$ cat src/verilog/port_c_mux_pkg.sv
// constants for the port c pin mux and read port block
// assumes one byte-wide register per aligned axi4-lite word
package port_c_mux_pkg;

  // ****************************************************************
  // register offsets (byte addresses)
  // ****************************************************************
  localparam logic [3:0] OFS_LOW_FUNC  = 4'h0;
  localparam logic [3:0] OFS_HIGH_FUNC = 4'h4;
  localparam logic [3:0] OFS_ROUTING   = 4'h8;
  localparam logic [3:0] OFS_UNLOCK    = 4'hc;

  // ****************************************************************
  // reset values and fixed patterns
  // ****************************************************************
  localparam logic [7:0] RST_REG        = 8'h00;
  localparam logic [7:0] UNLOCK_PATTERN = 8'hca;
  localparam logic [7:0] FUNC_MASK      = 8'h77;
  localparam logic [7:0] ROUTE_MASK     = 8'h7f;

  // ****************************************************************
  // field positions
  // ****************************************************************
  localparam int HI_FIELD_LSB = 4;
  localparam int LO_FIELD_LSB = 0;
  localparam int TMR_SEL_BIT  = 4;
  localparam int SDA_SEL_LSB  = 2;
  localparam int SCL_SEL_LSB  = 0;

  // ****************************************************************
  // axi responses
  // ****************************************************************
  localparam logic [1:0] RESP_OKAY   = 2'h0;
  localparam logic [1:0] RESP_SLVERR = 2'h2;

endpackage : port_c_mux_pkg

$ cat src/verilog/port_c_pin_mux.sv
// port c pin function mux, input source routing and read port mode
// assumes pins are synchronised here; peripherals share clk
`timescale 1ns/1ns

module port_c_pin_mux (
  // clock, reset, enable
  input  wire logic        clk,
  input  wire logic        rstn,
  input  wire logic        ce,
  // axi4-lite slave
  input  wire logic [3:0]  s_axi_awaddr,
  input  wire logic        s_axi_awvalid,
  output logic             s_axi_awready,
  input  wire logic [31:0] s_axi_wdata,
  input  wire logic [3:0]  s_axi_wstrb,
  input  wire logic        s_axi_wvalid,
  output logic             s_axi_wready,
  output logic [1:0]       s_axi_bresp,
  output logic             s_axi_bvalid,
  input  wire logic        s_axi_bready,
  input  wire logic [3:0]  s_axi_araddr,
  input  wire logic        s_axi_arvalid,
  output logic             s_axi_arready,
  output logic [31:0]      s_axi_rdata,
  output logic [1:0]       s_axi_rresp,
  output logic             s_axi_rvalid,
  input  wire logic        s_axi_rready,
  // port c pins (bits 3:0), and pins feeding routing
  input  wire logic [3:0]  port_c_pin_in,
  output logic [3:0]       port_c_pin_out,
  output logic [3:0]       port_c_pin_oe_n,
  input  wire logic        port_a_bit0,
  input  wire logic        port_a_bit2,
  input  wire logic        port_b_bit0,
  input  wire logic        port_b_bit1,
  input  wire logic        port_b_bit4,
  // port c data latch and direction (1 = input)
  input  wire logic [3:0]  port_c_latch,
  input  wire logic [3:0]  port_c_dir_in,
  // peripheral signals driven out on pins
  input  wire logic        comparator0_debounced_out,
  input  wire logic        comparator1_debounced_out,
  input  wire logic        comparator2_debounced_out,
  input  wire logic        comparator3_debounced_out,
  input  wire logic        comparator4_debounced_out,
  input  wire logic        comparator4_raw_out,
  input  wire logic        peripheral_clock_out,
  input  wire logic        i2c_scl_out,
  input  wire logic        i2c_sda_out,
  // peripheral inputs taken from pins
  output logic             timer1_ext_clock,
  output logic             i2c_sda_in,
  output logic             i2c_scl_in,
  output logic             low_voltage_detect_sel,
  output logic             comparator3_neg_input_en,
  output logic             comparator5_neg_input_en,
  // analog switch enables for analog inputs 10, 11, 13
  output logic             analog_input_10_en,
  output logic             analog_input_11_en,
  output logic             analog_input_13_en,
  // port c read path to the accumulator
  output logic [3:0]       port_c_read_data,
  output logic             read_port_mode
);
  import port_c_mux_pkg::*;

  // ****************************************************************
  // registers
  // ****************************************************************
  logic [7:0]  low_func_ff;
  logic [7:0]  high_func_ff;
  logic [7:0]  routing_ff;
  logic [7:0]  unlock_ff;
  logic [3:0]  pin_meta_ff;
  logic [3:0]  pin_sync_ff;
  logic [4:0]  oth_meta_ff;
  logic [4:0]  oth_sync_ff;
  logic        aw_got_ff;
  logic        w_got_ff;
  logic [3:0]  aw_addr_ff;
  logic [31:0] w_data_ff;
  logic [3:0]  w_strb_ff;

  // ****************************************************************
  // select fields and decoded pin functions
  // ****************************************************************
  logic [2:0]  c0_sel;
  logic [2:0]  c1_sel;
  logic [2:0]  c2_sel;
  logic [2:0]  c3_sel;
  logic        wr_fire;
  logic [3:0]  pin_drive;
  logic [3:0]  pin_is_io;
  logic [3:0]  pin_is_i2c;
  logic [3:0]  pin_is_ana;

  assign c0_sel = low_func_ff[LO_FIELD_LSB +: 3];
  assign c1_sel = low_func_ff[HI_FIELD_LSB +: 3];
  assign c2_sel = high_func_ff[LO_FIELD_LSB +: 3];
  assign c3_sel = high_func_ff[HI_FIELD_LSB +: 3];

  // ****************************************************************
  // pin synchronisers
  // ****************************************************************
  always_ff @(posedge clk or negedge rstn) begin
    if (!rstn) begin
      pin_meta_ff <= 4'h0;
      pin_sync_ff <= 4'h0;
      oth_meta_ff <= 5'h00;
      oth_sync_ff <= 5'h00;
    end else if (ce) begin
      pin_meta_ff <= port_c_pin_in;
      pin_sync_ff <= pin_meta_ff;
      oth_meta_ff <= {port_b_bit4, port_b_bit1, port_b_bit0,
                      port_a_bit2, port_a_bit0};
      oth_sync_ff <= oth_meta_ff;
    end
  end

  // ****************************************************************
  // axi4-lite write channel
  // ****************************************************************
  // ready stays low while frozen, so no beat is taken and then lost
  assign s_axi_awready = ce & ~aw_got_ff & ~s_axi_bvalid;
  assign s_axi_wready  = ce & ~w_got_ff & ~s_axi_bvalid;
  assign wr_fire       = aw_got_ff & w_got_ff & ~s_axi_bvalid;

  always_ff @(posedge clk or negedge rstn) begin
    if (!rstn) begin
      aw_got_ff  <= 1'b0;
      w_got_ff   <= 1'b0;
      aw_addr_ff <= 4'h0;
      w_data_ff  <= 32'h0000_0000;
      w_strb_ff  <= 4'h0;
    end else if (ce) begin
      if (s_axi_awvalid && s_axi_awready) begin
        aw_got_ff  <= 1'b1;
        aw_addr_ff <= s_axi_awaddr;
      end
      if (s_axi_wvalid && s_axi_wready) begin
        w_got_ff  <= 1'b1;
        w_data_ff <= s_axi_wdata;
        w_strb_ff <= s_axi_wstrb;
      end
      if (wr_fire) begin
        aw_got_ff <= 1'b0;
        w_got_ff  <= 1'b0;
      end
    end
  end

  always_ff @(posedge clk or negedge rstn) begin
    if (!rstn) begin
      s_axi_bvalid <= 1'b0;
      s_axi_bresp  <= RESP_OKAY;
    end else if (ce) begin
      if (wr_fire) begin
        s_axi_bvalid <= 1'b1;
        s_axi_bresp  <= (aw_addr_ff[1:0] == 2'h0) ? RESP_OKAY : RESP_SLVERR;
      end else if (s_axi_bready) begin
        s_axi_bvalid <= 1'b0;
      end
    end
  end

  // only byte lane 0 carries register data; function bits 3 and 7 and routing bit 7 are not stored
  always_ff @(posedge clk or negedge rstn) begin
    if (!rstn) begin
      low_func_ff  <= RST_REG;
      high_func_ff <= RST_REG;
      routing_ff   <= RST_REG;
      unlock_ff    <= RST_REG;
    end else if (ce && wr_fire && w_strb_ff[0]) begin
      unique case (aw_addr_ff)
        OFS_LOW_FUNC:  low_func_ff  <= w_data_ff[7:0] & FUNC_MASK;
        OFS_HIGH_FUNC: high_func_ff <= w_data_ff[7:0] & FUNC_MASK;
        OFS_ROUTING:   routing_ff   <= w_data_ff[7:0] & ROUTE_MASK;
        OFS_UNLOCK:    unlock_ff    <= w_data_ff[7:0];
        default: ;
      endcase
    end
  end

  // ****************************************************************
  // axi4-lite read channel
  // ****************************************************************
  assign s_axi_arready = ce & ~s_axi_rvalid;

  always_ff @(posedge clk or negedge rstn) begin
    if (!rstn) begin
      s_axi_rvalid <= 1'b0;
      s_axi_rdata  <= 32'h0000_0000;
      s_axi_rresp  <= RESP_OKAY;
    end else if (ce) begin
      if (s_axi_arvalid && s_axi_arready) begin
        s_axi_rvalid <= 1'b1;
        s_axi_rresp  <= RESP_OKAY;
        unique case (s_axi_araddr)
          OFS_LOW_FUNC:  s_axi_rdata <= {24'h000000, low_func_ff};
          OFS_HIGH_FUNC: s_axi_rdata <= {24'h000000, high_func_ff};
          OFS_ROUTING:   s_axi_rdata <= {24'h000000, routing_ff};
          OFS_UNLOCK:    s_axi_rdata <= {24'h000000, unlock_ff};
          default: begin
            s_axi_rdata <= 32'h0000_0000;
            s_axi_rresp <= RESP_SLVERR;
          end
        endcase
      end else if (s_axi_rready) begin
        s_axi_rvalid <= 1'b0;
      end
    end
  end

  // ****************************************************************
  // read port mode
  // ****************************************************************
  assign read_port_mode = (unlock_ff == UNLOCK_PATTERN);

  // ****************************************************************
  // pin function decode
  // ****************************************************************
  always_comb begin
    pin_drive  = 4'h0;
    pin_is_io  = 4'h0;
    pin_is_i2c = 4'h0;
    pin_is_ana = 4'h0;
    comparator3_neg_input_en = 1'b0;
    comparator5_neg_input_en = 1'b0;
    low_voltage_detect_sel   = 1'b0;
    unique case (c0_sel)
      3'h0, 3'h7: pin_is_io[0] = 1'b1;
      3'h1: pin_drive[0] = 1'b1;
      3'h2: comparator3_neg_input_en = 1'b1;
      3'h3: pin_is_ana[0] = 1'b1;
      3'h4: begin
        comparator3_neg_input_en = 1'b1;
        pin_is_ana[0] = 1'b1;
      end
      default: ;
    endcase
    unique case (c1_sel)
      3'h0: pin_is_io[1] = 1'b1;
      3'h1, 3'h2: pin_drive[1] = 1'b1;
      3'h3: comparator3_neg_input_en = 1'b1;
      3'h4: pin_is_i2c[1] = 1'b1;
      3'h7: pin_is_ana[1] = 1'b1;
      default: ;
    endcase
    unique case (c2_sel)
      3'h0, 3'h7: pin_is_io[2] = 1'b1;
      3'h1: low_voltage_detect_sel = 1'b1;
      3'h2, 3'h3: pin_drive[2] = 1'b1;
      3'h4: pin_is_i2c[2] = 1'b1;
      3'h6: comparator5_neg_input_en = 1'b1;
      default: ;
    endcase
    unique case (c3_sel)
      3'h0, 3'h5, 3'h6, 3'h7: pin_is_io[3] = 1'b1;
      3'h1: pin_is_ana[3] = 1'b1;
      3'h2, 3'h3: pin_drive[3] = 1'b1;
      default: ;
    endcase
  end

  // ****************************************************************
  // pin drivers (i2c lines are open drain)
  // ****************************************************************
  always_comb begin
    port_c_pin_out[0] = c0_sel == 3'h1 ? comparator0_debounced_out
                                       : port_c_latch[0];
    port_c_pin_out[1] = c1_sel == 3'h1 ? comparator1_debounced_out
                      : c1_sel == 3'h2 ? peripheral_clock_out
                      : c1_sel == 3'h4 ? 1'b0 : port_c_latch[1];
    port_c_pin_out[2] = c2_sel == 3'h2 ? comparator4_raw_out
                      : c2_sel == 3'h3 ? comparator2_debounced_out
                      : c2_sel == 3'h4 ? 1'b0 : port_c_latch[2];
    port_c_pin_out[3] = c3_sel == 3'h2 ? comparator3_debounced_out
                      : c3_sel == 3'h3 ? comparator4_debounced_out
                                       : port_c_latch[3];
    port_c_pin_oe_n = ~(pin_drive | (pin_is_io & ~port_c_dir_in));
    if (pin_is_i2c[1] && !i2c_scl_out) port_c_pin_oe_n[1] = 1'b0;
    if (pin_is_i2c[2] && !i2c_sda_out) port_c_pin_oe_n[2] = 1'b0;
  end

  // ****************************************************************
  // input source routing
  // ****************************************************************
  always_comb begin
    timer1_ext_clock = routing_ff[TMR_SEL_BIT] ? pin_sync_ff[3]
                                               : oth_sync_ff[3];
    unique case (routing_ff[SDA_SEL_LSB +: 2])
      2'h0: i2c_sda_in = oth_sync_ff[0];
      2'h1: i2c_sda_in = oth_sync_ff[3];
      2'h2: i2c_sda_in = oth_sync_ff[2];
      2'h3: i2c_sda_in = pin_sync_ff[2];
    endcase
    unique case (routing_ff[SCL_SEL_LSB +: 2])
      2'h0: i2c_scl_in = oth_sync_ff[1];
      2'h1: i2c_scl_in = oth_sync_ff[0];
      2'h2: i2c_scl_in = oth_sync_ff[4];
      2'h3: i2c_scl_in = pin_sync_ff[1];
    endcase
  end

  // ****************************************************************
  // analog path and read path
  // ****************************************************************
  assign analog_input_10_en = pin_is_ana[0] | read_port_mode;
  assign analog_input_11_en = pin_is_ana[3] | read_port_mode;
  assign analog_input_13_en = pin_is_ana[1] | read_port_mode;

  // normal read: pins for inputs and i2c, latch for outputs, 0 for analog
  genvar gi;
  generate
    for (gi = 0; gi < 4; gi++) begin : g_read
      assign port_c_read_data[gi] =
        read_port_mode ? pin_sync_ff[gi]
        : pin_is_ana[gi] ? 1'b0
        : (pin_is_i2c[gi] || (port_c_dir_in[gi] && !pin_drive[gi]))
          ? pin_sync_ff[gi] : port_c_latch[gi];
    end
  endgenerate

endmodule : port_c_pin_mux

$ cat config.mk
export PLATFORM = sky130hd
export DESIGN_NAME = port_c_pin_mux
export DESIGN_NICKNAME = d
export VERILOG_FILES = /design/src/verilog/port_c_mux_pkg.sv /design/src/verilog/port_c_pin_mux.sv
export SDC_FILE = /design/constraint.sdc
export NUM_CORES = 1
export LEC_CHECK = 0
export BUFFER_PORTS_ARGS = -buffer_cell sky130_fd_sc_hd__buf_2
export CAP_MARGIN = 25
export CORE_ASPECT_RATIO = 1.1
export CORE_UTILIZATION = 45
export CTS_CLUSTER_DIAMETER = 60
export DETAILED_ROUTE_END_ITERATION = 6
export GPL_ROUTABILITY_DRIVEN = 0
export GPL_TIMING_DRIVEN = 0
export HOLD_SLACK_MARGIN = 0.08
export PLACE_DENSITY = 0.78
export SYNTH_ARGS = -nofsm -noshare
export SYNTH_HDL_FRONTEND = slang
export SYNTH_SLANG_ARGS = --single-unit
$ cat constraint.sdc
create_clock -name clk -period 2.2 [get_ports clk]
set_clock_uncertainty 0.1 [all_clocks]
set_input_delay 0.44 -clock clk [delete_from_list [all_inputs] [get_ports clk]]
set_output_delay 0.44 -clock clk [all_outputs]
set_load 0.05 [all_outputs]
* After elaboration in Yosys (flattened, before gate mapping)
Cells that the tools add are included.
** Word-level totals
- Flip-flop bits (word level) :: 98
- Input bits :: 78
- Output and inout bits :: 63
- Logic and storage cells :: 177
** Cells by class
- Equal/unequal tests :: 35
- Multiplexer cells :: 53
- Bitwise gates (word level) :: 18
- Reduce and logical (&&, ||, !) cells :: 53
** Operator list (count)
- $mux 1 :: 48
- $pmux 8 s4 :: 1
- $eq 3x3->1 const B :: 10
- $eq 3x2->1 const B :: 8
- $reduce_and 2->1 :: 12
- $eq 4x4->1 const B :: 4
- $reduce_or 2->1 :: 7
- $eq 3x1->1 const B :: 4
- $logic_not 3->1 :: 4
- $logic_and 1x1->1 :: 11
- $eq 2x2->1 const B :: 4
- $eq 4x3->1 const B :: 2
- $eq 8x8->1 const B :: 1
- $logic_not 4->1 :: 2
- $not 4->4 :: 2
- $pmux 1 s4 :: 2
- $reduce_bool 2->1 :: 4
- $reduce_or 4->1 :: 2
- $and 1x1->1 :: 7
- $logic_not 1->1 :: 6
- $logic_not 2->1 :: 3
- $and 4x4->4 :: 1
- $eq 2x1->1 const B :: 2
- $mux 2 :: 2
- 4 further kinds :: 10

* Logic depth before layout (Yosys ltp)
Gate-level depths: netlist of run 1.
- Word-level depth :: 9
- Mapped depth :: 6
- Gate-level depth less buffers :: 5

* Worst setup path after synthesis of run 1
Ideal clock, no wire load.
- Path kind :: flip-flop to output port
- Start point :: register low_func_ff[4]
- End point :: output port port_c_pin_out[1]
- Arrival :: 2.052 ns
- Data required time :: 1.660 ns
- Slack :: -0.392 ns
- Cell stages (with the launch flop) :: 6
- Path buffers :: 1
- Path through :: dfrtp_1 > clkbuf_1 > nor3b_1 > a21oi_1 > nor2_1 > a221oi_1
** Between the ends
- Cells in the longest elaborated chain, start to end :: 4
- Elaborated cells on any way between the ends :: 6
- Classes of those cells :: eq/ne (3); mux (3)
** RTL lines
- start, declared :: line port_c_pin_mux.sv:70 : logic [7:0] low_func_ff;
- start signal, assigned :: line port_c_pin_mux.sv:175 : OFS_LOW_FUNC: low_func_ff <= w_data_ff[7:0] & FUNC_MASK;
- $eq 3x3->1 :: line port_c_pin_mux.sv:273 : : c1_sel == 3'h4 ? 1'b0 : port_c_latch[1];
- $mux 1 :: line port_c_pin_mux.sv:273
- $mux 1 :: line port_c_pin_mux.sv:272 : : c1_sel == 3'h2 ? peripheral_clock_out
- $mux 1 (*) :: line port_c_pin_mux.sv:271 : port_c_pin_out[1] = c1_sel == 3'h1 ? comparator1_debounced_out
- end, declared :: line port_c_pin_mux.sv:30 : output logic [3:0] port_c_pin_out,
Mark *: on every way between the ends. The rest lies on a longest branch, timed or not.

* Worst setup path after layout of run 1
- Start point :: register unlock_ff[2]
- End point :: output port port_c_read_data[2]
** Between the ends
- Cells in the longest elaborated chain, start to end :: 2
** RTL lines
- start, declared :: line port_c_pin_mux.sv:73 : logic [7:0] unlock_ff;
- start signal, assigned :: line port_c_pin_mux.sv:178 : OFS_UNLOCK: unlock_ff <= w_data_ff[7:0];
- $eq 8x8->1 :: line port_c_pin_mux.sv:217 : assign read_port_mode = (unlock_ff == UNLOCK_PATTERN);
- $mux 1 :: line port_c_pin_mux.sv:317 : read_port_mode ? pin_sync_ff[gi]
- end, declared :: line port_c_pin_mux.sv:62 : output logic [3:0] port_c_read_data,
Every way passes these cells.

==> results of run 1 <==
[layout make-up]
cell class	count	area (um^2)	share of cell area [%]
well taps	108	135	2.85
inverters	5	22.5	0.475
repair buffers	93	576	12.2
multi-input cells	205	1790	37.7
flip-flops and latches	72	1810	38.2
plain buffers	34	229	4.83
clock buffers	12	135	2.85
clock inverters	4	45.0	0.951
[logic make-up (layout without fill, tap and decap cells)]
logic type | after synthesis | after routing | synth area share (%)
AOI/OAI and AO/OA | 35 | 35 | 6.60
muxes | 72 | 72 | 24.7
and+or+nand+nor | 70 | 70 | 11.4
xor gates and xnor gates | 2 | 2 | 0.481
buffers and inverters | 43 | 148 | 7.18
DFF | 72 | 72 | 49.5
other | 1 | 26 | 0.103
[routing by layer]
layer  routed length [um]  vias to the layer above  share of wire [%]  track usage (%)
met5                    0                        -                  0                0
met4                  133                        0                1.7             8.47
met3                  424                       11                5.3             4.03
met2                 3940                       90                 49             33.4
met1                 3490                     1306                 44             25.8
li1                     -                     1259                  -                -
[path summary, 6_finish.rpt]
check,slack [ns],endpoint,from,depth (start not counted)
min,0.12,pin_meta_ff[2],rstn,1
max in group asynchronous,1.24,low_func_ff[4],rstn,1
min in group clk,0.23,oth_meta_ff[0],port_a_bit0,2
max reg2reg,0.19,high_func_ff[2],s_axi_bvalid,4
max,-0.14,port_c_read_data[2],unlock_ff[2],5
min reg2reg,0.39,s_axi_rdata[7],s_axi_rdata[7],2
[cells in the final DEF, fill, tap and decap left out, types with 4 or more instances in the layout]
| cell | netlist | routed |
|---|---|---|
| a21oi_1 | 7 | 7 |
| a22o_1 | 6 | 6 |
| buf_2 | 2 | 74 |
| buf_4 | 26 | 37 |
| buf_6 | 0 | 6 |
| clkbuf_1 | 7 | 5 |
| clkbuf_8 | 0 | 9 |
| conb_1 | 1 | 26 |
| dfrtp_1 | 72 | 67 |
| dfrtp_2 | 0 | 5 |
| inv_1 | 5 | 4 |
| mux2_2 | 62 | 61 |
| mux4_2 | 8 | 8 |
| nand2_1 | 22 | 20 |
| nand2b_1 | 4 | 4 |
| nand3b_1 | 5 | 5 |
| nor2_1 | 15 | 14 |
| o21ai_0 | 9 | 7 |
[power groups by stage]
stage	registers [mW]	clock network [mW]	logic (mW)
floorplan	2.07	0	1.36
global placement	2.04	0	1.78
detailed placement	2.06	0	1.82
CTS	2.06	0.992	1.91
global route	2.15	1.06	2.06
finish	2.09	0.981	1.94
[Yosys cell counts (all sizes together) (2+ instances only)]
cell type and n:
mux4 8, nand2 22, o21ai 9, a22o 6, inv 5, and3b 2
mux2 62, dfrtp 72, nor2b 3, nor3b 3, xnor2 2, nor2 15
nand3 5, nor4bb 2, clkbuf 7, nand3b 5, mux2i 2, a21oi 7
nand2b 4, nand4 2, buf 31
[timing repair]
action / 4_1_cts / 5_1_grt
gates resized for setup: 34 / 14
pin swaps: 4 / 3
endpoints found under the setup margin: 11 / 23
buffers inserted: 5 / 4
hold buffers: 0 / 0
[critical path: stages (launching register included)]
cell	delay, ns
dfrtp_1	0.43
nor4bb_4	0.31
nand2_2	0.16
nand3_2	0.10
mux2_4	0.31
buf_8	0.15
[sequential cells by signal, indices dropped and copies added (netlist names), 4 cells and up]
register	count
pin_sync_ff	4
low_func_ff	6
routing_ff	7
unlock_ff	8
high_func_ff	6
w_data_ff	8
pin_meta_ff	4
oth_sync_ff	5
s_axi_rdata	8
oth_meta_ff	5
aw_addr_ff	4
==> summary by stage, run 1 <==
Finish
The net total in the final layout is 498. The final core utilization is 60.2%. The post-layout instance area is 0.00474 mm^2. Counting the fill cells in the layout gives 636.

The antenna diode instance count is 0. Compared with the post-synthesis result, the final layout area differs by 30.1%. The fraction of final layout cells with drive strength greater than 1 is 54.6%. After the flow finishes, the layout carries non-filler instances totaling 533.

Power and ir drop
The analysis attributes to net switching a power of 1.99 mW. The switching portion of total power is 39.6%. The power share of the combinational group is 38.7%. The maximum vdd drop is 0.683 mV. In this run the power density over the cells is 1060 mW/mm^2. The design draws 5.01 mW. The share of total power in sequential cells is 41.7%. For this design the static power due to leakage is 2.34 nW. The internal power is 3.03 mW.

Per report_power, the clock group accounts for 19.6% of the total.

Placed design
The wire-length estimate of the detail-placed layout is 5650 um. Buffers placed on the I/O ports in this run total 84. The worst setup slack before clock tree synthesis is -0.0442 ns. The area after detailed placement is 0.00435 mm^2.

The number of placed instances, taps included, is 512.

Floorplan
In this run the vertical extent of the chip is 96.3 um. The placeable core region is 0.00787 mm^2. The number of primary I/O pins is 141. The width of the die is 87.8 um. The number of placement rows is 34. The initial utilization of the core area, before any placement, comes to 46.2%. The overall die area is 0.00845 mm^2.

Drt
The number of vias in the routed layout is 2666. The number of remaining DRC errors is 0. The first-pass detailed-route iteration total is 4. The antenna violation net count after detailed routing is 0. In the routed layout, each cell is associated on average with a via count of 5.00. The final layout contains routed wiring with a total length of 7990 um. The final routed wire length divided by cell count is 15.0 um. In this run, the number of DRC markers left after iteration 0 of detailed routing was 167.

Timing
The smallest setup slack after layout is -0.139 ns. The part of the cycle the worst path needs is 106%. The final-layout setup total negative slack is -0.523 ns. Setup repair after global routing could not meet its margin everywhere.

Setup violations remaining at the end of the flow were counted as 6. The final-report max-slew violation count is 0. The slew at the pin closest to its max-slew limit is 0.898 ns. Across all hold checks on the routed design, the worst slack comes to 0.120 ns. The number of hold-slack violations in the final timing report is 0.

Static timing analysis puts the maximum clock frequency at 0.428 GHz. In this run the tightest slew margin relative to its limit is 40.1%. The final critical-path required period is 2.34 ns.

Synthesis
In the post-synthesis netlist, the biggest area contributors are dfrtp_1 (50%), mux2_2 (19%), buf_4 (5.4%). Counting every instance in the synthesized netlist gives 295. The Yosys step of the flow raised 0 warnings. The fraction of post-synthesis cell area in the top cell type by area is 49.5%. The average instance in the mapped netlist occupies 12.3 um^2. For this run, the register share of the synthesized area comes to 49.5%. Synthesis instantiated 45 different standard cells from the library. Synthesis inferred 72 register bits. The number of synthesized flops with an enable pin is 0. The prevailing post-synth register cell is dfrtp_1. For this run, asynchronously set or reset flops after synthesis account for 100%. The biggest area consumer among synthesized cells is dfrtp_1. The post-synthesis cell area is 0.00364 mm^2.

Critical path
For the worst setup path, the data arrival time is 1.80 ns. The endpoint type of the worst setup path is an output pin. The biggest fanout along the worst timing path is 4. The worst setup path is launched from a flop. Data on the critical path is required at its endpoint by 1.66 ns. The type of the setup path with the least slack is flop to output pin.

Clocking
The number of H-tree levels is 3. TritonCTS built the clock tree. Clock-pin slew was measured on the worst setup and hold paths at 0.07 ns.

The number of buffers created by CTS is 9. Clock tree synthesis found a total of 72 sinks. The clock latency on the worst-skew pair is 0.34 ns.

In this run the clock root is driven by a clkbuf_8. The worst-case clock buffer depth is 2.

Global routing
The total overflow left after global routing is 0. The via count of the first global-routing pass is 2510. The first global-routing pass estimated 12500 um of wire. The initial antenna violation count is 0.

In the global route stage, overall resource usage came out at 20.2%. The largest net degree at the start of global routing is 73.

Run
Across the run, the number of max-cap violations was 0.

Worst hold path
The worst hold path belongs to the class input pin to async pin.

Outcome
The run finished, with violations left. The final reports fail on setup timing.
(Power assumes the default switching activity.)
==> run 2: changes to the inputs <==
--- a/config.mk
+++ b/config.mk
@@ -14,7 +14,7 @@
 export GPL_ROUTABILITY_DRIVEN = 0
 export GPL_TIMING_DRIVEN = 0
 export HOLD_SLACK_MARGIN = 0.08
-export PLACE_DENSITY = 0.78
+export PLACE_DENSITY_LB_ADDON = 0.12
 export SYNTH_ARGS = -nofsm -noshare
 export SYNTH_HDL_FRONTEND = slang
 export SYNTH_SLANG_ARGS = --single-unit
==> summary by stage, run 2 (synthesis results as in run 1) <==
Outcome
Result of the run: finished, violations left (unchanged). Violations in the final reports: setup timing (unchanged).

Global routing
The wire length of the first global-routing pass is 11500 um (was 12500 um). The via count of the first global-routing pass came to 2318 (was 2510). The largest net degree at the start of global routing is 73 (unchanged). The remaining global-route overflow is 0 (unchanged). The initial antenna violation count is 0 (unchanged). The total track usage is 18.5% (was 20.2%).

Critical path
The biggest fanout along the worst timing path came to 3 (was 4). The slack of the worst reg-to-reg path is 0.14 ns (was 0.19 ns). The type of the setup path with the least slack is flop to output pin (unchanged).

The critical path startpoint category is a flop (unchanged). The endpoint type of the worst setup path is an output pin (unchanged). The beginning of the critical path is unlock_ff[5] (was unlock_ff[2]). The critical path data arrival time is 1.81 ns (was 1.80 ns). The data required time of the worst path came to 1.66 ns (about the same). The startpoint of the worst register-to-register path is s_axi_bvalid (unchanged).

Finish
The net total in the final layout is 496 (was 498). The most common cell after layout, fill and taps aside is buf_2 (unchanged). The non-filler instance count after layout is 531 (was 533). Top flop regs: s_axi_rdata: 8 flops, unlock_ff: 8 flops, w_data_ff: 8 flops (unchanged).

The antenna diode instance count is 0 (unchanged). The fraction of final layout cells with drive strength greater than 1 is 55.1% (was 54.6%). The synthesis-to-finish area growth came to 30.5% (was 30.1%).

Leading cell types in the layout, fill and taps excluded: buf_2 (74), dfrtp_1 (68), mux2_2 (61), buf_4 (36), conb_1 (26) (was buf_2 (74), dfrtp_1 (67), mux2_2 (61), buf_4 (37), conb_1 (26)).

Power and ir drop
The final total power is 5.09 mW (was 5.01 mW). The power per cell area is 1070 mW/mm^2 (was 1060 mW/mm^2). The maximum vdd drop is 0.753 mV (was 0.683 mV).

The leakage component of the power came to 2.35 nW (was 2.34 nW).

Clocking
The number of H-tree levels is 3 (unchanged). The CTS tree was done (unchanged). The clock latency on the worst-skew pair came to 0.34 ns (about the same). The worst-case clock buffer depth is 2 (unchanged). The clock root buffer is clkbuf_8 (unchanged).

The number of buffers created by CTS is 9 (unchanged). The clock-pin slew reported for the worst setup and hold paths after clock tree synthesis is 0.07 ns (about the same). The number of clock sinks is 72 (unchanged).

Floorplan
The number of placement rows is 34 (unchanged). The number of primary I/O pins is 141 (unchanged). The width of the die is 87.8 um (unchanged).

The starting density of the core is 46.2% (unchanged). The overall die area is 0.00845 mm^2 (unchanged). The placeable core region is 0.00787 mm^2 (unchanged).

The vertical extent of the die is 96.3 um (unchanged).

Placed design
The number of cells in the design after placement is 512 (unchanged). The number of buffers inserted by port buffering was 84 (unchanged). The placed wire-length estimate after detailed placement was 5330 um (was 5650 um).

Timing
The normalized max-slew margin is 40.0% (was 40.1%). The smallest setup slack after layout is -0.147 ns (was -0.139 ns). The number of hold-slack violations in the final timing report came to 0 (unchanged).

The slew at the pin closest to its max-slew limit is 0.900 ns (was 0.898 ns). The final critical-path required period is 2.35 ns (was 2.34 ns). The final-report max-slew violation count is 0 (unchanged). The part of the cycle the worst path needs is 107% (was 106%). The final-layout setup total negative slack was -0.547 ns (was -0.523 ns). The count of final setup violators is 5 (was 6). Setup repair after global routing missed its margin: true (unchanged). The fmax was 0.426 GHz (was 0.428 GHz). The final-layout worst hold slack came to 0.0998 ns (was 0.120 ns).

Drt
The number of remaining DRC errors is 0 (unchanged). The antenna violation net count after detailed routing is 0 (unchanged). The final routed wire length divided by cell count came to 13.8 um (was 15.0 um). The first-pass detailed-route iteration total came to 4 (unchanged). The routed via count divided by cell count was 4.85 (was 5.00). The post-detailed-routing wire length was 7340 um (was 7990 um). The number of vias in the routed layout is 2573 (was 2666).

The DRC marker count from the first detailed-route iteration was 89 (was 167).

Worst hold path
The path class of the lowest-slack min-delay path is input pin to async pin (unchanged).

Run
The max capacitance violation total is 0 (unchanged).
==> run 2: repair_timing <==
action                                  CTS  global route
pin swaps                                 5             6
endpoints found under the setup margin   12            12
buffers inserted                          4             3
hold buffers                              0             0
resized for setup                        34            16
==> run 2: where the power goes <==
group / switching [mW] / total [mW] / internal (mW)
registers: 0.392 / 2.07 / 1.67
logic: 1.09 / 1.91 / 0.824
clock network: 0.460 / 1.11 / 0.647
==> run 2: per-layer routing <==
layer | routed length (um) | global-route usage [%] | up-vias
met5 | 0 | 0 | -
met4 | 91 | 8.61 | 0
met3 | 427 | 3.69 | 6
met2 | 3490 | 29.5 | 89
met1 | 3340 | 24.2 | 1225
li1 | - | - | 1253
==> run 2: final timing paths <==
| kind | endpoint | depth (start not counted) |
|---|---|---|
| max | port_c_read_data[2] | 5 |
| min | aw_addr_ff[0] | 1 |
| max reg2reg | low_func_ff[2] | 4 |
| min reg2reg | s_axi_rdata[7] | 2 |
| max in group asynchronous | high_func_ff[0] | 1 |
| min in group clk | w_data_ff[6] | 2 |
==> run 2: area by class of cell <==
type | count | area, um^2
timing repair buffer | 91 | 553
clock inverter | 2 | 35.0
sequential | 72 | 1810
clock buffer | 14 | 183
multi-input combinational | 205 | 1780
tap | 108 | 135
inverter | 5 | 22.5
buffer | 34 | 231
fill | 664 | 3120
==> run 2: per-stage QoR <==
stage                     area [um^2]  util, %  setup slack [ns]
after floorplan                  3790        -           0.00665
after detailed placement         4350     55.2           -0.0483
final                            4750     60.3            -0.147
after global placement           4340     55.2           -0.0527
after global routing             4750     60.3            -0.256
after CTS                        4700     59.8            -0.174
==> run 2: worst max-delay path, stage by stage, from the launching register on <==
cell	delay [ns]
dfrtp_1	0.41
nor4bb_2	0.31
nand2_2	0.18
nand3_2	0.10
mux2_4	0.31
buf_8	0.15
